## src/logic/cbi_regs.svh

```systemverilog
// Register offsets, field positions, reset values and counts of the bus data and inquire port.
`ifndef CBI_REGS_SVH
`define CBI_REGS_SVH

`define CBI_OFF_CTRL 8'h00
`define CBI_OFF_STATUS 8'h04
`define CBI_DATA_REGION 3'h1
`define CBI_CTRL_START 0
`define CBI_CTRL_WRITE 1
`define CBI_CTRL_CACHE 2
`define CBI_CTRL_DATA 3
`define CBI_CTRL_CANCEL 6
`define CBI_CTRL_BE_LO 8
`define CBI_STAT_BUSY 0
`define CBI_STAT_BURST 1
`define CBI_STAT_STRONG 2
`define CBI_STAT_PERR 3
`define CBI_STAT_HIT 4
`define CBI_STAT_INQUIRE_MODIFIED_MATCH_N 5
`define CBI_STAT_BEAT_LO 8
`define CBI_BE_RST 8'hff
`define CBI_PIN_IDLE 7'h5f
`define CBI_LAST_BURST 2'h3
`define CBI_LAST_SINGLE 2'h0
`define CBI_EXTERNAL_ADDRESS_STROBE_N_DELAY 2'h2
`define CBI_STRAP_WAIT 2'h2
`define CBI_BURST_BEATS 4

`endif

```

## src/logic/cbi_pkg.sv

```systemverilog
// Types shared by the bus data and inquire port.
package cbi_pkg;

  typedef enum logic [1:0] {ST_IDLE, ST_REQ, ST_ADDR, ST_DATA} cbi_state_t;

  typedef struct packed {
    logic [31:0] data;
    logic [3:0] par;
  } cbi_half_t;

endpackage

```

## src/logic/cbi_mem_if.sv

```systemverilog
// Connection between the port logic and its beat memory.
`timescale 1ns/1ps
`default_nettype none
interface cbi_mem_if #(parameter int AW = 2);
  logic [AW-1:0] waddr;
  logic [AW-1:0] raddr;
  logic we_lo;
  logic we_hi;
  cbi_pkg::cbi_half_t wdata_lo;
  cbi_pkg::cbi_half_t wdata_hi;
  cbi_pkg::cbi_half_t rdata_lo;
  cbi_pkg::cbi_half_t rdata_hi;
  modport ctrl (output waddr, raddr, we_lo, we_hi, wdata_lo, wdata_hi, input rdata_lo, rdata_hi);
  modport mem (input waddr, raddr, we_lo, we_hi, wdata_lo, wdata_hi, output rdata_lo, rdata_hi);
endinterface
`default_nettype wire

```

## src/logic/cbi_top.sv

```systemverilog
// Processor bus data, cycle attribute, bus request and inquire port with an AHB-Lite register slave.
`timescale 1ns/1ps
`default_nettype none
`include "cbi_regs.svh"
module cbi_top (
  // Clock and reset
  input wire logic hclk,
  input wire logic hresetn,
  // AHB-Lite slave
  input wire logic hsel,
  input wire logic [31:0] haddr,
  input wire logic [1:0] htrans,
  input wire logic hwrite,
  input wire logic [2:0] hsize,
  input wire logic [31:0] hwdata,
  input wire logic hready,
  output logic hreadyout,
  output logic [31:0] hrdata,
  output logic hresp,
  // Cycle control pins
  output logic address_strobe_n,
  output logic bus_request_out,
  output logic bus_request_oe_n,
  output logic cacheable_n,
  output logic data_code,
  output logic attr_oe_n,
  output logic [7:0] byte_lane_enables,
  input wire logic burst_ready_n,
  input wire logic burst_ready_copy_n,
  input wire logic next_address_n,
  input wire logic cache_enable_in_n,
  input wire logic backoff_n,
  input wire logic address_hold,
  // Data and parity pins
  input wire logic [63:0] data_in,
  output logic [63:0] data_out,
  output logic data_oe_n,
  input wire logic [7:0] data_parity_in,
  output logic [7:0] data_parity_out,
  output logic data_parity_oe_n,
  output logic parity_check_n,
  // Inquire
  input wire logic external_address_strobe_n,
  output logic inquire_lookup,
  input wire logic lookup_hit,
  input wire logic lookup_modified,
  output logic inquire_hit_n,
  output logic inquire_modified_match_n,
  // Neighbouring core logic
  input wire logic hold_acknowledge,
  input wire logic float_test_mode,
  output logic drive_strength_high
);
  cbi_mem_if #(.AW(2)) mem_bus ();

  cbi_beat_mem #(.DEPTH(4), .AW(2)) u_mem (
    .hclk(hclk),
    .m(mem_bus.mem)
  );

  // Pin inputs pass two flip-flops; strobes idle high.
  logic [78:0] sync1_ff;
  logic [78:0] sync2_ff;
  logic burst_ready_n_sn, burst_ready_copy_n_sn, na_sn, ken_sn, backoff_n_sn, address_hold_s, external_address_strobe_n_sn;
  logic [63:0] data_s;
  logic [7:0] dp_s;

  always_ff @(posedge hclk or negedge hresetn) begin
    if (!hresetn) begin
      sync1_ff <= {`CBI_PIN_IDLE, 72'h0};
      sync2_ff <= {`CBI_PIN_IDLE, 72'h0};
    end else begin
      sync1_ff <= {external_address_strobe_n, address_hold, backoff_n, cache_enable_in_n,
                   next_address_n, burst_ready_copy_n, burst_ready_n, data_parity_in, data_in};
      sync2_ff <= sync1_ff;
    end
  end
  assign {external_address_strobe_n_sn, address_hold_s, backoff_n_sn, ken_sn, na_sn, burst_ready_copy_n_sn, burst_ready_n_sn, dp_s, data_s} = sync2_ff;

  // Drive strength strap, taken once the synchroniser holds the pin value.
  logic [1:0] strap_cnt_ff;
  logic strap_done_ff;
  logic strong_ff;

  always_ff @(posedge hclk or negedge hresetn) begin
    if (!hresetn) begin
      strap_cnt_ff <= 2'h0;
      strap_done_ff <= 1'b0;
      strong_ff <= 1'b0;
    end else if (!strap_done_ff) begin
      if (strap_cnt_ff == `CBI_STRAP_WAIT) begin
        strong_ff <= ~burst_ready_copy_n_sn;
        strap_done_ff <= 1'b1;
      end else begin
        strap_cnt_ff <= strap_cnt_ff + 2'h1;
      end
    end
  end
  assign drive_strength_high = strong_ff;

  // AHB address phase.
  logic ap_valid_ff, ap_write_ff, rd_ok_ff;
  logic [7:0] ap_addr_ff;
  logic dreg, dphase, stall, ctrl_wr, stat_wr;

  always_ff @(posedge hclk or negedge hresetn) begin
    if (!hresetn) begin
      ap_valid_ff <= 1'b0;
      ap_write_ff <= 1'b0;
      ap_addr_ff <= 8'h00;
    end else if (hready) begin
      ap_valid_ff <= hsel & htrans[1];
      ap_write_ff <= hwrite;
      ap_addr_ff <= haddr[7:0];
    end
  end

  cbi_pkg::cbi_state_t state_ff, nxt_state;
  logic busy;
  assign busy = state_ff != cbi_pkg::ST_IDLE;
  assign dreg = ap_valid_ff & (ap_addr_ff[7:5] == `CBI_DATA_REGION);
  // The beat memory belongs to the bus while a cycle runs, so data accesses wait.
  assign stall = dreg & (busy | (~ap_write_ff & ~rd_ok_ff));
  assign hreadyout = ~stall;
  assign hresp = 1'b0;
  assign dphase = ap_valid_ff & ~stall;
  assign ctrl_wr = dphase & ap_write_ff & (ap_addr_ff == `CBI_OFF_CTRL);
  assign stat_wr = dphase & ap_write_ff & (ap_addr_ff == `CBI_OFF_STATUS);

  always_ff @(posedge hclk or negedge hresetn) begin
    if (!hresetn) begin
      rd_ok_ff <= 1'b0;
    end else begin
      rd_ok_ff <= dreg & ~ap_write_ff & ~busy & ~rd_ok_ff;
    end
  end

  // Cycle set-up written by software.
  logic wr_ff, cache_req_ff, dc_req_ff, start, cancel;
  logic [7:0] be_ff;
  assign start = ctrl_wr & ~busy & hwdata[`CBI_CTRL_START];
  assign cancel = ctrl_wr & hwdata[`CBI_CTRL_CANCEL];

  always_ff @(posedge hclk or negedge hresetn) begin
    if (!hresetn) begin
      wr_ff <= 1'b0;
      cache_req_ff <= 1'b0;
      dc_req_ff <= 1'b0;
      be_ff <= `CBI_BE_RST;
    end else if (ctrl_wr & ~busy) begin
      wr_ff <= hwdata[`CBI_CTRL_WRITE];
      cache_req_ff <= hwdata[`CBI_CTRL_CACHE];
      dc_req_ff <= hwdata[`CBI_CTRL_DATA];
      be_ff <= hwdata[`CBI_CTRL_BE_LO +: 8];
    end
  end
  assign byte_lane_enables = ~be_ff;

  // Bus cycle sequencing.
  logic rdy, grant, last, burst_now, ken_done_ff, burst_ff;
  logic [1:0] beat_ff, nxt_beat;
  assign rdy = ~burst_ready_n_sn | ~burst_ready_copy_n_sn;
  assign grant = backoff_n_sn & ~hold_acknowledge & ~address_hold_s;
  assign burst_now = wr_ff ? cache_req_ff :
                     (ken_done_ff ? burst_ff : cache_req_ff & ~ken_sn);
  assign last = beat_ff == (burst_now ? `CBI_LAST_BURST : `CBI_LAST_SINGLE);

  always_comb begin
    nxt_state = state_ff;
    unique case (state_ff)
      cbi_pkg::ST_IDLE: begin
        if (start) begin
          nxt_state = cbi_pkg::ST_REQ;
        end
      end
      cbi_pkg::ST_REQ: begin
        if (cancel) begin
          nxt_state = cbi_pkg::ST_IDLE;
        end else if (grant) begin
          nxt_state = cbi_pkg::ST_ADDR;
        end
      end
      cbi_pkg::ST_ADDR: begin
        nxt_state = backoff_n_sn ? cbi_pkg::ST_DATA : cbi_pkg::ST_REQ;
      end
      cbi_pkg::ST_DATA: begin
        // Backoff beats a ready on the same edge and restarts the cycle.
        if (!backoff_n_sn) begin
          nxt_state = cbi_pkg::ST_REQ;
        end else if (rdy && last) begin
          nxt_state = cbi_pkg::ST_IDLE;
        end
      end
    endcase
  end

  always_ff @(posedge hclk or negedge hresetn) begin
    if (!hresetn) begin
      state_ff <= cbi_pkg::ST_IDLE;
    end else begin
      state_ff <= nxt_state;
    end
  end

  logic in_data;
  assign in_data = (state_ff == cbi_pkg::ST_DATA) & backoff_n_sn;
  assign nxt_beat = (state_ff != cbi_pkg::ST_DATA || !backoff_n_sn) ? 2'h0 :
                    (rdy ? beat_ff + 2'h1 : beat_ff);

  always_ff @(posedge hclk or negedge hresetn) begin
    if (!hresetn) begin
      beat_ff <= 2'h0;
      ken_done_ff <= 1'b0;
      burst_ff <= 1'b0;
    end else begin
      beat_ff <= nxt_beat;
      if (!in_data) begin
        ken_done_ff <= 1'b0;
      end else if ((rdy || !na_sn) && !ken_done_ff) begin
        ken_done_ff <= 1'b1;
        burst_ff <= burst_now;
      end
    end
  end

  // Strobe and bus request.
  logic ads_n_ff, bus_request_out_ff, to_addr;
  assign to_addr = (state_ff == cbi_pkg::ST_REQ) & (nxt_state == cbi_pkg::ST_ADDR);

  always_ff @(posedge hclk or negedge hresetn) begin
    if (!hresetn) begin
      ads_n_ff <= 1'b1;
      bus_request_out_ff <= 1'b0;
    end else begin
      ads_n_ff <= ~to_addr;
      bus_request_out_ff <= (nxt_state == cbi_pkg::ST_REQ) | to_addr;
    end
  end
  assign address_strobe_n = ads_n_ff;
  assign bus_request_out = bus_request_out_ff;
  assign bus_request_oe_n = float_test_mode;

  // Cycle attributes.
  logic cache_n_ff, dc_ff, float_ff;

  always_ff @(posedge hclk or negedge hresetn) begin
    if (!hresetn) begin
      cache_n_ff <= 1'b1;
      dc_ff <= 1'b0;
      float_ff <= 1'b0;
    end else begin
      float_ff <= ~backoff_n_sn;
      if (to_addr) begin
        cache_n_ff <= ~cache_req_ff;
        dc_ff <= dc_req_ff;
      end else if (in_data && (!na_sn || (rdy && last))) begin
        cache_n_ff <= 1'b1;
      end
    end
  end
  assign cacheable_n = cache_n_ff;
  assign data_code = dc_ff;
  assign attr_oe_n = float_ff | hold_acknowledge;

  // Write driving window.
  logic drive_n_ff;

  always_ff @(posedge hclk or negedge hresetn) begin
    if (!hresetn) begin
      drive_n_ff <= 1'b1;
    end else begin
      // One cycle at a time means any earlier read has seen its last ready already.
      drive_n_ff <= ~(wr_ff & (nxt_state == cbi_pkg::ST_DATA) & backoff_n_sn);
    end
  end
  assign data_oe_n = drive_n_ff | hold_acknowledge;
  assign data_parity_oe_n = drive_n_ff | hold_acknowledge;
  assign data_out = {mem_bus.rdata_hi.data, mem_bus.rdata_lo.data};
  assign data_parity_out = {mem_bus.rdata_hi.par, mem_bus.rdata_lo.par};

  // Parity over each byte lane.
  logic [7:0] par_bad;
  logic [3:0] wpar;
  for (genvar i = 0; i < 8; i++) begin : g_lane
    assign par_bad[i] = ^{data_s[8*i +: 8], dp_s[i]};
    if (i < 4) begin : g_wpar
      assign wpar[i] = ^hwdata[8*i +: 8];
    end
  end

  // Beat memory access.
  logic cap;
  assign cap = in_data & ~wr_ff & rdy;
  assign mem_bus.raddr = busy ? nxt_beat : ap_addr_ff[4:3];
  assign mem_bus.waddr = cap ? beat_ff : ap_addr_ff[4:3];
  assign mem_bus.we_lo = cap | (dphase & dreg & ap_write_ff & ~ap_addr_ff[2]);
  assign mem_bus.we_hi = cap | (dphase & dreg & ap_write_ff & ap_addr_ff[2]);
  assign mem_bus.wdata_lo = cap ? {data_s[31:0], dp_s[3:0]} : {hwdata, wpar};
  assign mem_bus.wdata_hi = cap ? {data_s[63:32], dp_s[7:4]} : {hwdata, wpar};

  // Read parity check, one clock after the capture edge.
  logic perr_pend_ff, parity_check_n_n_ff, perr_ff;

  always_ff @(posedge hclk or negedge hresetn) begin
    if (!hresetn) begin
      perr_pend_ff <= 1'b0;
      parity_check_n_n_ff <= 1'b1;
    end else begin
      perr_pend_ff <= cap & |(par_bad & (burst_now ? 8'hff : be_ff));
      parity_check_n_n_ff <= ~perr_pend_ff;
    end
  end
  assign parity_check_n = parity_check_n_n_ff;

  // Sticky error flag; a new error wins over a clear in the same cycle.
  always_ff @(posedge hclk or negedge hresetn) begin
    if (!hresetn) begin
      perr_ff <= 1'b0;
    end else if (perr_pend_ff) begin
      perr_ff <= 1'b1;
    end else if (stat_wr && hwdata[`CBI_STAT_PERR]) begin
      perr_ff <= 1'b0;
    end
  end

  // Inquire strobe qualification and hit reporting.
  logic [1:0] take_cnt_ff;
  logic ads_seen_ff, lookup_ff, hit_n_ff, inquire_modified_match_n_n_ff, external_address_strobe_n_ok, take;
  assign take = address_hold_s | ~backoff_n_sn | hold_acknowledge;
  assign external_address_strobe_n_ok = ~external_address_strobe_n_sn & (take_cnt_ff == `CBI_EXTERNAL_ADDRESS_STROBE_N_DELAY)
                   & ~lookup_ff & ~ads_seen_ff & inquire_modified_match_n_n_ff
                   & ~((state_ff == cbi_pkg::ST_ADDR || state_ff == cbi_pkg::ST_DATA)
                       & grant);

  always_ff @(posedge hclk or negedge hresetn) begin
    if (!hresetn) begin
      take_cnt_ff <= 2'h0;
      ads_seen_ff <= 1'b0;
      lookup_ff <= 1'b0;
      hit_n_ff <= 1'b1;
      inquire_modified_match_n_n_ff <= 1'b1;
    end else begin
      if (!take) begin
        take_cnt_ff <= 2'h0;
      end else if (take_cnt_ff != `CBI_EXTERNAL_ADDRESS_STROBE_N_DELAY) begin
        take_cnt_ff <= take_cnt_ff + 2'h1;
      end
      ads_seen_ff <= ~ads_n_ff;
      lookup_ff <= external_address_strobe_n_ok;
      if (lookup_ff) begin
        hit_n_ff <= ~lookup_hit;
        inquire_modified_match_n_n_ff <= ~lookup_modified;
      end
    end
  end
  assign inquire_lookup = lookup_ff;
  assign inquire_hit_n = hit_n_ff;
  assign inquire_modified_match_n = inquire_modified_match_n_n_ff;

  // Register read data.
  always_comb begin
    hrdata = 32'h0;
    if (dreg) begin
      hrdata = ap_addr_ff[2] ? mem_bus.rdata_hi.data : mem_bus.rdata_lo.data;
    end else if (ap_valid_ff && ap_addr_ff == `CBI_OFF_CTRL) begin
      hrdata[`CBI_CTRL_WRITE] = wr_ff;
      hrdata[`CBI_CTRL_CACHE] = cache_req_ff;
      hrdata[`CBI_CTRL_DATA] = dc_req_ff;
      hrdata[`CBI_CTRL_BE_LO +: 8] = be_ff;
    end else if (ap_valid_ff && ap_addr_ff == `CBI_OFF_STATUS) begin
      hrdata[`CBI_STAT_BUSY] = busy;
      hrdata[`CBI_STAT_BURST] = burst_ff;
      hrdata[`CBI_STAT_STRONG] = strong_ff;
      hrdata[`CBI_STAT_PERR] = perr_ff;
      hrdata[`CBI_STAT_HIT] = ~hit_n_ff;
      hrdata[`CBI_STAT_INQUIRE_MODIFIED_MATCH_N] = ~inquire_modified_match_n_n_ff;
      hrdata[`CBI_STAT_BEAT_LO +: 2] = beat_ff;
    end
  end

  logic unused_ok;
  assign unused_ok = ^{hsize, haddr[31:8]};
endmodule
`default_nettype wire

```

## src/logic/cbi_beat_mem.sv

```systemverilog
// Beat memory holding data and parity of each transfer of a bus cycle.
`timescale 1ns/1ps
`default_nettype none
`include "cbi_regs.svh"
module cbi_beat_mem #(
  parameter int DEPTH = 4,
  parameter int AW = 2
) (
  // Clock
  input wire logic hclk,
  // Access port
  cbi_mem_if.mem m
);
  cbi_pkg::cbi_half_t lo_mem [DEPTH];
  cbi_pkg::cbi_half_t hi_mem [DEPTH];

  // A cache line needs one entry per transfer of a burst.
  if (DEPTH < `CBI_BURST_BEATS || DEPTH > (1 << AW)) begin : g_bad_depth
    $error("cbi_beat_mem: DEPTH does not fit a burst or the address width");
  end

  always_ff @(posedge hclk) begin
    if (m.we_lo) begin
      lo_mem[m.waddr] <= m.wdata_lo;
    end
    if (m.we_hi) begin
      hi_mem[m.waddr] <= m.wdata_hi;
    end
  end

  always_ff @(posedge hclk) begin
    m.rdata_lo <= lo_mem[m.raddr];
    m.rdata_hi <= hi_mem[m.raddr];
  end
endmodule
`default_nettype wire

```

## config.mk

```make
export PLATFORM = sky130hd
export DESIGN_NAME = cbi_top
export DESIGN_NICKNAME = d
export VERILOG_FILES = /design/src/logic/cbi_pkg.sv /design/src/logic/cbi_mem_if.sv /design/src/logic/cbi_top.sv /design/src/logic/cbi_beat_mem.sv
export VERILOG_INCLUDE_DIRS = /design/src /design/src/logic
export SDC_FILE = /design/constraint.sdc
export NUM_CORES = 1
export LEC_CHECK = 0
export BUFFER_PORTS_ARGS = -buffer_cell sky130_fd_sc_hd__buf_2
export CORE_ASPECT_RATIO = 1.2
export CORE_UTILIZATION = 50
export CTS_BUF_LIST = sky130_fd_sc_hd__clkbuf_4 sky130_fd_sc_hd__clkbuf_8
export DETAILED_ROUTE_END_ITERATION = 10
export PLACE_DENSITY = 0.83
export SLEW_MARGIN = 30
export SYNTH_ARGS = -nofsm -noshare
export SYNTH_HDL_FRONTEND = slang
export SYNTH_SLANG_ARGS = --single-unit
```

## constraint.sdc

```tcl
create_clock -name hclk -period 4.9 [get_ports hclk]
set_clock_uncertainty 0.05 [all_clocks]
set_input_delay 0.245 -clock hclk [delete_from_list [all_inputs] [get_ports hclk]]
set_output_delay 0.245 -clock hclk [all_outputs]
set_load 0.01 [all_outputs]
```

Yosys cells after proc, flatten, opt, wreduce, memory -nomap -nowiden:

Memories as Yosys holds them, arrays and structs flattened. A register that Yosys moved wholly into a read port is not among the register bits.
Cells that the tools add are included.

* register bits: 205
* RAM bits: 288
* output and inout bits: 127
* bits in latches: 0
* logic and storage cells: 200
* memory bits (read-only): 0
* memories: 2
* input port bits: 157

* shift-type cells: 0
* divide/modulo/power cells: 0
* mux-type cells: 43
* multiply operators: 0
* $add $sub $neg: 3
* bitwise logic cells: 72
* equal/unequal tests: 15
* order comparisons: 0
* reductions and logical operators: 34

Memories
* u_mem.hi_mem: depth 4, bits a word 36, rd ports 1, clocked after memory_dff 1, wr ports 1, line cbi_beat_mem.sv:15 `cbi_pkg::cbi_half_t hi_mem [DEPTH];`
* u_mem.lo_mem: depth 4, bits a word 36, rd ports 1, clocked after memory_dff 1, wr ports 1, line cbi_beat_mem.sv:14 `cbi_pkg::cbi_half_t lo_mem [DEPTH];`

Operator list (number)
* 2-to-1 mux 36 bit: 2
* parity 9 bit: 8
* bitwise AND 1 bit: 34
* 2-to-1 mux 2 bit: 17
* 2-to-1 mux 32 bit: 1
* parity 8 bit: 4
* inverter 1 bit: 27
* 2-to-1 mux 6 bit: 3
* 2-to-1 mux 16 bit: 1
* 2-to-1 mux 8 bit: 2
* 2-to-1 mux 1 bit: 15
* == test 2 bit (second input constant): 6
* bitwise OR 1 bit: 9
* bitwise AND 8 bit: 1
* == test 8 x 3 -> 1 bit (second input constant): 1
* zero test 8 bit: 1
* inverter 8 bit: 1
* case mux 2 bit (4 select lines): 1
* OR reduction 8 bit: 1
* adder 2 x 1 -> 2 bit (second input constant): 3
* logical AND 1 bit: 6
* AND reduction 2 bit: 3
* nonzero test 2 bit: 3
* == test 2 x 1 -> 1 bit (second input constant): 2
* 8 further kinds: 15

Logic depth before layout (Yosys ltp):

Gate-level depths: netlist (run 1).

* depth in word-level cells: 16
* mapped depth: 10
* mapped depth without buffers: 6

Hierarchy:

Synthesis (run 1) repeated with hierarchy kept, for this count alone.

* cell total of the unflattened synthesis: 1162
* area total of the unflattened synthesis: 20203.1 um^2

Modules (own cells, without submodules)
* cbi_beat_mem: sequential area each 10089.7 um^2, times used 1, cells an instance 456, area an instance 11971.5 um^2
* cbi_top: sequential area each 5162.5 um^2, times used 1, cells an instance 706, area an instance 8231.6 um^2

Worst setup path after synthesis (run 1):

Ideal clock, no wire load.

* kind: reg-to-reg
* from: reg sync2_ff[76]
* to: mem u_mem.lo_mem[3][0] (netlist bit), enable pin
* clock period less this slack: 3.464 ns
* arrival: 2.985 ns
* buffers on the path: 2
* data required time: 4.421 ns
* library setup time: 0.429 ns
* stages on the path, launching flop included: 8
* path slack: 1.436 ns
* path through: dfstp_2 > nand3_2 > or3_1 > buf_2 > buf_6 > nor2_1 > a31oi_1 > nor2_1

* cells in the longest elaborated chain, start to end: 6
* elaborated cells between the ends (all ways): 7
* classes of those cells: 3 x mux; 4 x bitwise

RTL lines
* start: declaration: line cbi_top.sv:63 `logic [78:0] sync2_ff;`
* start signal: assignment: line cbi_top.sv:71 `` sync2_ff <= {`CBI_PIN_IDLE, 72'h0}; ``
* start signal: assignment: line cbi_top.sv:75 `sync2_ff <= sync1_ff;`
* bitwise AND 1 bit *: line cbi_top.sv:206 `assign in_data = (state_ff == cbi_pkg::ST_DATA) & backoff_n_sn;`
* bitwise AND 1 bit * (2 in series): line cbi_top.sv:293 `assign cap = in_data & ~wr_ff & rdy;`
* bitwise OR 1 bit: line cbi_top.sv:296 `assign mem_bus.we_lo = cap | (dphase & dreg & ap_write_ff & ~ap_addr_ff[2]);`
* 2-to-1 mux 1 bit: line cbi_beat_mem.sv:23 `if (m.we_lo) begin`
* 2-to-1 mux 1 bit (implied by the code): line cbi_beat_mem.sv:24 `lo_mem[m.waddr] <= m.wdata_lo;`
* end: declaration: line cbi_beat_mem.sv:14

Every way passes the cells marked *; elsewhere a longest branch is shown, timed or not.

Final worst setup path (run 1):

* from: reg ap_addr_ff[7]
* to: mem u_mem.hi_mem[2][16] (netlist bit), enable pin

* cells in the longest elaborated chain, start to end: 11

RTL lines
* start: declaration: line cbi_top.sv:103 `logic [7:0] ap_addr_ff;`
* start signal: assignment: line cbi_top.sv:114 `ap_addr_ff <= haddr[7:0];`
* == test 3 x 1 -> 1 bit (no source line) *
* bitwise AND 1 bit *: line cbi_top.sv:121 `` assign dreg = ap_valid_ff & (ap_addr_ff[7:5] == `CBI_DATA_REGION); ``
* bitwise AND 1 bit: line cbi_top.sv:123 `assign stall = dreg & (busy | (~ap_write_ff & ~rd_ok_ff));`
* inverter 1 bit: line cbi_top.sv:126 `assign dphase = ap_valid_ff & ~stall;`
* bitwise AND 1 bit: line cbi_top.sv:126
* bitwise AND 1 bit * (3 in series): line cbi_top.sv:297 `assign mem_bus.we_hi = cap | (dphase & dreg & ap_write_ff & ap_addr_ff[2]);`
* bitwise OR 1 bit *: line cbi_top.sv:297
* 2-to-1 mux 1 bit *: line cbi_beat_mem.sv:26 `if (m.we_hi) begin`
* 2-to-1 mux 1 bit (implied by the code) *: line cbi_beat_mem.sv:27 `hi_mem[m.waddr] <= m.wdata_hi;`
* end: declaration: line cbi_beat_mem.sv:15

Marks and branches as above.

==> impl_metrics.csv, run 1 <==
group,metric,value,unit
pwr,p_int,8.55,mW
final_layout,final_util,0.633,
critical_path,path_class,"reg -> reg",
pwr,switching_component_of_the_power,3.10,mW
cts,clock-root-buffer,"sky130_fd_sc_hd__clkbuf_8",
place,place.port_buffers,252,
cts,cts_tree,"built",
timing,setup-tns-final,0,ps
critical_path,cp.arrival,3720,ps
place,placed_cells,2084,
floorplan,fp-row-count,81,
cts,clock_sinks,565,
timing,worst_slack,1440,ps
detailed_routing,wl_per_cell,20.1,µm
floorplan,core_area,41100,µm²
place,preCtsSetupSlack,1540,ps
critical_path,cp_max_delay_cell,"sky130_fd_sc_hd__nor2_4",
global_routing,pin_count_of_the_biggest_net_entering_global_routing,133,
detailed_routing,routed_wl,47800,µm
detailed_routing,antenna_left,0,
synth,postSynth.asyncResetShare,0.363,
final_layout,final_cells,2379,
global_routing,grt_first_pass_wirelength,72100,µm
timing,slew_headroom,0.353,
pwr,clock_share_of_power,0.344,
timing,hold_viol,0,
cts,clk_latency,650,ps
timing,actual_slew_at_the_worst_max_slew_pin,958,ps
final_layout,fin_nets,1925,
synth,cell_type_with_the_highest_aggregate_area_in_the_netlist,"sky130_fd_sc_hd__edfxtp_1",
detailed_routing,drt-vias-per-instance,5.11,
global_routing,antenna_found_initial,1,
synth,synth_common_cells,"sky130_fd_sc_hd__edfxtp_1, sky130_fd_sc_hd__mux2i_1, sky130_fd_sc_hd__nand2_1, sky130_fd_sc_hd__dfrtp_1, sky130_fd_sc_hd__dfxtp_1",
global_routing,vias_in_the_first_global_route,12700,
synth,synth.avg_cell_area,15.9,µm²
critical_path,r2r_cells,5,
pwr,worst_ir_drop_vdd,0.333,mV
cts,cts.path.max_buffers,3,
synth,seq_area_frac_synth,0.726,
status,run_status,"complete, no violations",
critical_path,worstPathRequired,5160,ps
synth,post-synth-top-count-cell,"sky130_fd_sc_hd__edfxtp_1",
floorplan,boundaryPins,284,
timing,final-max-slew-violation-count,0,
synth,ys.warnings.count,0,
timing,unrepaired_setup_endpoints_after_global_routing,"false",
critical_path,cp_max_fo,22,
critical_path,worst_setup_path_start_kind,"flip-flop",
synth,synth.cell_area,21000,µm²
worst_hold_path,min_path_cells,3,
cts,post_cts.repair.setup_buffers,0,
global_routing,grt_overflow,0,
synth,synth.net_count,1483,
synth,synthDistinctLibCells,65,
place,place.gp.congestion,0.833,
synth,post-synth-top-area-fraction,0.411,
critical_path,critical_path.top_delay_family,"simple AND/OR/NAND/NOR gates",
pwr,p_comb_frac,0.175,
critical_path,critical_path.reg2reg.startpoint,"ap_addr_ff[7]$_DFFE_PN0P_",
final_layout,post_route_cells_drive_above_1_share,0.267,
synth,ys_seq_elements,565,
final_layout,syn_to_final_growth,23.8,%
timing,final_setup_violation_count,0,
floorplan,fp.dieH,227,µm
critical_path,ff2ff_setup_slack,1440,ps
detailed_routing,detail_route.first_pass.iterations,5,
run,drv.max_cap_violation_count,0,
worst_hold_path,hold_crit_class,"in -> reg",
place,detailed_place_hpwl,30800,µm
synth,synthesis.instances,1324,
timing,fin_crit_sh,0.706,
timing,final.min_clock_period,3460,ps
worst_hold_path,hp-start,"hwdata[7]",
timing,fmax,289,MHz
final_layout,layout.cell_area.non_filler,26000,µm²
cts,cts_inserted_buffers,85,
worst_hold_path,min_to,"u_mem.hi_mem[0][11]$_DFFE_PP_",
cts,cts.htree.levels,3,
global_routing,grt_use_total,0.228,
synth,synth.area.top_cells,"sky130_fd_sc_hd__edfxtp_1, sky130_fd_sc_hd__dfrtp_1, sky130_fd_sc_hd__mux2i_1",
floorplan,floorplan.initialDensity,0.511,
pwr,power.sequential.fraction,0.481,
floorplan,dieArea,42900,µm²
detailed_routing,drc,0,
critical_path,endpoint_kind,"flip-flop",
pwr,switching_share,0.266,
cts,path_clk_slew,70,ps
critical_path,timing.rr.end,"u_mem.hi_mem[2][16]$_DFFE_PP_",
detailed_routing,drtIter0Drc,701,
critical_path,worstPathBufferInverterCount,1,
synth,postSynth.topFlopCell,"sky130_fd_sc_hd__edfxtp_1",
detailed_routing,routed-via-count,12200,
pwr,powerDensity,448,nW/µm²
synth,synth-edff-count,288,
place,placed_cell_area,22900,µm²
pwr,cellLeakagePower,11.1,nW
floorplan,chipWidth,189,µm
critical_path,cp_peak_stage_delay,860,ps
critical_path,cp_cell_sequence,"nor3b_2, and2_1, a41oi_1, nor2_4, buf_4",
worst register-to-register path: cells and delay by family (launching register included):
kind                   cells  cell delay, ps
AND/OR/NAND/NOR            3            1740
flip-flops                 1             410
AO/OA/AOI/OAI              1             500
buffers and inverters      1             440
what timing repair did:
item / CTS / global route
gates resized for setup: 0 / 0
endpoints found under the hold margin: 458 / 0
hold buffers: 134 / 0
setup endpoints to repair: 0 / 0
metal layers:
metal | global-route usage | routed length, µm | vias to the layer above
li1 | - | - | 5602
met5 | 0 | 0 | -
met3 | 0.0415 | 2460 | 116
met4 | 0.129 | 2250 | 0
met1 | 0.255 | 17900 | 5956
met2 | 0.410 | 25200 | 477
layout by cell type, fill, tap and decap left out, types with 15 or more instances in the layout:
master / Yosys / routed
sky130_fd_sc_hd__mux2i_1: 253 / 253
sky130_fd_sc_hd__dfxtp_1: 72 / 72
sky130_fd_sc_hd__clkinv_2: 0 / 15
sky130_fd_sc_hd__buf_4: 6 / 18
sky130_fd_sc_hd__clkbuf_4: 5 / 21
sky130_fd_sc_hd__buf_2: 9 / 251
sky130_fd_sc_hd__edfxtp_1: 288 / 288
sky130_fd_sc_hd__nor2_1: 39 / 31
sky130_fd_sc_hd__clkbuf_8: 0 / 103
sky130_fd_sc_hd__dfrtp_1: 179 / 178
sky130_fd_sc_hd__dfstp_2: 26 / 26
sky130_fd_sc_hd__inv_1: 21 / 21
sky130_fd_sc_hd__dlygate4sd3_1: 0 / 134
sky130_fd_sc_hd__nand2_1: 184 / 184
sky130_fd_sc_hd__xnor2_1: 63 / 63
layout make-up:
cell class / count / area, µm²
sequential: 565 / 15300
clock inverter: 36 / 259
multi-input combinational: 682 / 5310
fill: 2955 / 15100
inverter: 23 / 86.3
tap: 539 / 674
antenna: 1 / 2.50
timing repair buffer: 409 / 2870
clock buffer: 124 / 1580
power groups by stage:
stage	sequential [mW]	clock, mW	combinational [mW]
after detailed placement	5.69	0	1.95
after global placement	5.69	0	1.88
after floorplan	5.71	0	1.27
final	5.61	4.00	2.04
after global routing	5.63	4.31	2.18
after CTS	5.60	4.08	2.05
registers in the layout (all words and copies together), names as in the netlist, 2 cells and up:
name,flops
strap_cnt_ff,2
sync1_ff,79
sync2_ff,79
u_mem.hi_mem,144
u_mem.m.rdata_hi,36
beat_ff,2
u_mem.lo_mem,144
ap_addr_ff,8
state_ff,2
take_cnt_ff,2
u_mem.m.rdata_lo,36
be_ff,8
metrics by stage:
step / hold slack, ps / power (mW)
3_3_place_gp: 286 / 7.57
3_5_place_dp: 263 / 7.65
2_1_floorplan: -101 / 6.98
4_1_cts: 8.25 / 11.7
6_report: 70.1 / 11.6
5_1_grt: 68.9 / 12.1
worst max path at each step:
stage | slack [ps] | cells past startpoint | start | end
after global routing | 1320 | 5 | ap_addr_ff[7]$_DFFE_PN0P_ | u_mem.hi_mem[1][6]$_DFFE_PP_
after CTS | 1520 | 6 | state_ff[0]$_DFF_PN0_ | u_mem.hi_mem[2][5]$_DFFE_PP_
after global placement | 1640 | 6 | state_ff[0]$_DFF_PN0_ | u_mem.hi_mem[2][14]$_DFFE_PP_
after detailed placement | 1540 | 6 | state_ff[0]$_DFF_PN0_ | u_mem.hi_mem[1][18]$_DFFE_PP_
after floorplan | 1440 | 7 | sync2_ff[76]$_DFF_PN1_ | u_mem.lo_mem[3][0]$_DFFE_PP_
final | 1440 | 5 | ap_addr_ff[7]$_DFFE_PN0P_ | u_mem.hi_mem[2][16]$_DFFE_PP_
kinds of logic (layout without fill, tap and decap cells):
group           Yosys count  after routing  synth area share
fa+ha+maj                 2              2           0.00119
other cells               1              2          0.000178
buf+inv                  77            592            0.0256
flops                   565            565             0.726
xor+xnor                 85             85            0.0431
compound gates           61             61            0.0205
mux                     275            275             0.132
simple gates            258            258            0.0515
Note: power is estimated with default switching activity, not from simulation.
==> run 2, diff against run 1 <==
Settings changed: PLACE_DENSITY 0.83 to 0.86.
Clock period 4.9 ns to 3 ns, I/O delays scaled along.
==> impl_metrics.csv, run 2 (synthesis results as in run 1) <==
group,metric,value,unit
critical_path,cp_max_fo,27,
timing,fin_crit_sh,0.896,
cts,cts.htree.levels,3,
cts,clock-root-buffer,"sky130_fd_sc_hd__clkbuf_8",
detailed_routing,detail_route.first_pass.iterations,5,
status,run_status,"complete, no violations",
detailed_routing,wl_per_cell,23.4,µm
critical_path,cp_peak_stage_delay,540,ps
detailed_routing,drt-vias-per-instance,5.37,
cts,path_clk_slew,60,ps
timing,final_setup_violation_count,0,
floorplan,core_area,41100,µm²
detailed_routing,antenna_left,0,
critical_path,cp_max_delay_cell,"sky130_fd_sc_hd__buf_4",
timing,final.min_clock_period,2690,ps
cts,clock_sinks,565,
final_layout,fillerInstances,2816,
pwr,power,19.6,mW
final_layout,final_cells,2392,
global_routing,pin_count_of_the_biggest_net_entering_global_routing,80,
pwr,powerDensity,745,nW/µm²
detailed_routing,routed_wl,56000,µm
cts,cts_inserted_buffers,87,
critical_path,worstPathBufferInverterCount,2,
critical_path,path_class,"reg -> out",
global_routing,vias_in_the_first_global_route,13800,
critical_path,worst_setup_startpoint,"ap_addr_ff[2]$_DFFE_PN0P_",
place,detailed_place_hpwl,34700,µm
timing,worst_slack,311,ps
timing,setup-tns-final,0,ps
critical_path,endpoint_kind,"output pin",
place,place.gp.congestion,0.920,
final_layout,final_util,0.638,
timing,slew_headroom,0.358,
detailed_routing,drc,0,
timing,hold_slack,100,ps
final_layout,post_route_cells_drive_above_1_share,0.274,
timing,hold_viol,0,
critical_path,worstPathRequired,2800,ps
final_layout,final_common_cell,"sky130_fd_sc_hd__edfxtp_1",
place,placed_cells,2093,
global_routing,grt_use_total,0.263,
global_routing,grt_first_pass_wirelength,81500,µm
final_layout,fin_nets,1938,
timing,actual_slew_at_the_worst_max_slew_pin,950,ps
detailed_routing,routed-via-count,12800,
place,place.port_buffers,252,
floorplan,dieArea,42900,µm²
critical_path,critical_path.reg2reg.startpoint,"state_ff[0]$_DFF_PN0_",
cts,clk_latency,620,ps
run,drv.max_cap_violation_count,0,
timing,unrepaired_setup_endpoints_after_global_routing,"false",
cts,cts.path.max_buffers,3,
global_routing,antenna_found_initial,1,
final_layout,num_antenna_cells,0,
cts,cts_tree,"built",
floorplan,boundaryPins,284,
timing,final-max-slew-violation-count,0,
place,placed_cell_area,23000,µm²
floorplan,fp-row-count,81,
final_layout,syn_to_final_growth,24.9,%
timing,fmax,372,MHz
critical_path,cp.arrival,2490,ps
place,preCtsSetupSlack,415,ps
critical_path,worst_setup_path_start_kind,"flip-flop",
floorplan,floorplan.initialDensity,0.511,
floorplan,chipWidth,189,µm
pwr,cellLeakagePower,11.2,nW
critical_path,cp_cell_sequence,"buf_4, mux2i_1, o21ai_0, buf_2",
global_routing,grt_overflow,0,
worst_hold_path,hold_crit_class,"in -> async",
final_layout,largest_registers,"u_mem.hi_mem: 144 flops, u_mem.lo_mem: 144 flops",
critical_path,critical_path.top_delay_family,"buffers and inverters",
pwr,worst_ir_drop_vdd,0.497,mV
final_layout,layout.cell_area.non_filler,26200,µm²
floorplan,fp.dieH,227,µm
final_layout,final_cell_mix,"sky130_fd_sc_hd__edfxtp_1, sky130_fd_sc_hd__mux2i_1, sky130_fd_sc_hd__buf_2",
detailed_routing,drtIter0Drc,903,
-- run 2: changes by cell type in the layout (fill, tap and decap cells not counted), moves of 2 or more --
cell	delta
sky130_fd_sc_hd__clkbuf_4	+16
sky130_fd_sc_hd__clkinv_2	-9
sky130_fd_sc_hd__buf_12	+7
sky130_fd_sc_hd__clkinv_1	-4
sky130_fd_sc_hd__buf_4	+3
sky130_fd_sc_hd__dlygate4sd3_1	+2
-- run 2: path summary, 6_finish.rpt --
path / endpoint / slack [ps] / depth (start not counted)
min in group hclk: sync1_ff[5]$_DFF_PN0_ / 130 / 2
hold / removal: sync1_ff[34]$_DFF_PN0_ / 100 / 2
max in group asynchronous: sync2_ff[78]$_DFF_PN1_ / 1940 / 3
setup / recovery: hrdata[12] / 310 / 4
hold reg to reg: sync2_ff[23]$_DFF_PN0_ / 300 / 0
setup reg to reg: u_mem.hi_mem[1][27]$_DFFE_PP_ / 370 / 6
-- run 2: timing repair --
| item | in CTS | in global routing |
|---|---|---|
| hold buffers | 136 | 0 |
| setup endpoints to repair | 0 | 0 |
| endpoints found under the hold margin | 412 | 0 |
| buffers inserted | 0 | 0 |
| resized for setup | 0 | 0 |
-- run 2: area by class of cell --
cell class                 count  area, µm²  share of cell area
inverter                      23       86.3             0.00329
timing repair buffer         420       3010               0.115
clock buffer                 138       1670              0.0636
sequential                   565      15300               0.581
tap                          539        674              0.0257
multi-input combinational    682       5310               0.202
clock inverter                25        240             0.00915
-- run 2: power by group --
group          internal, mW  total [mW]  switching (mW)
Clock                  3.90        6.82            2.92
Combinational          1.56        3.45            1.89
Sequential             8.77        9.29           0.518
-- run 2: metal layers --
layer  vias up  track usage  wire (µm)
met3       153       0.0560       4190
met1      6414        0.286      19700
met5         -            0          0
met2       648        0.478      29200
li1       5623            -          -
met4         0        0.139       2830
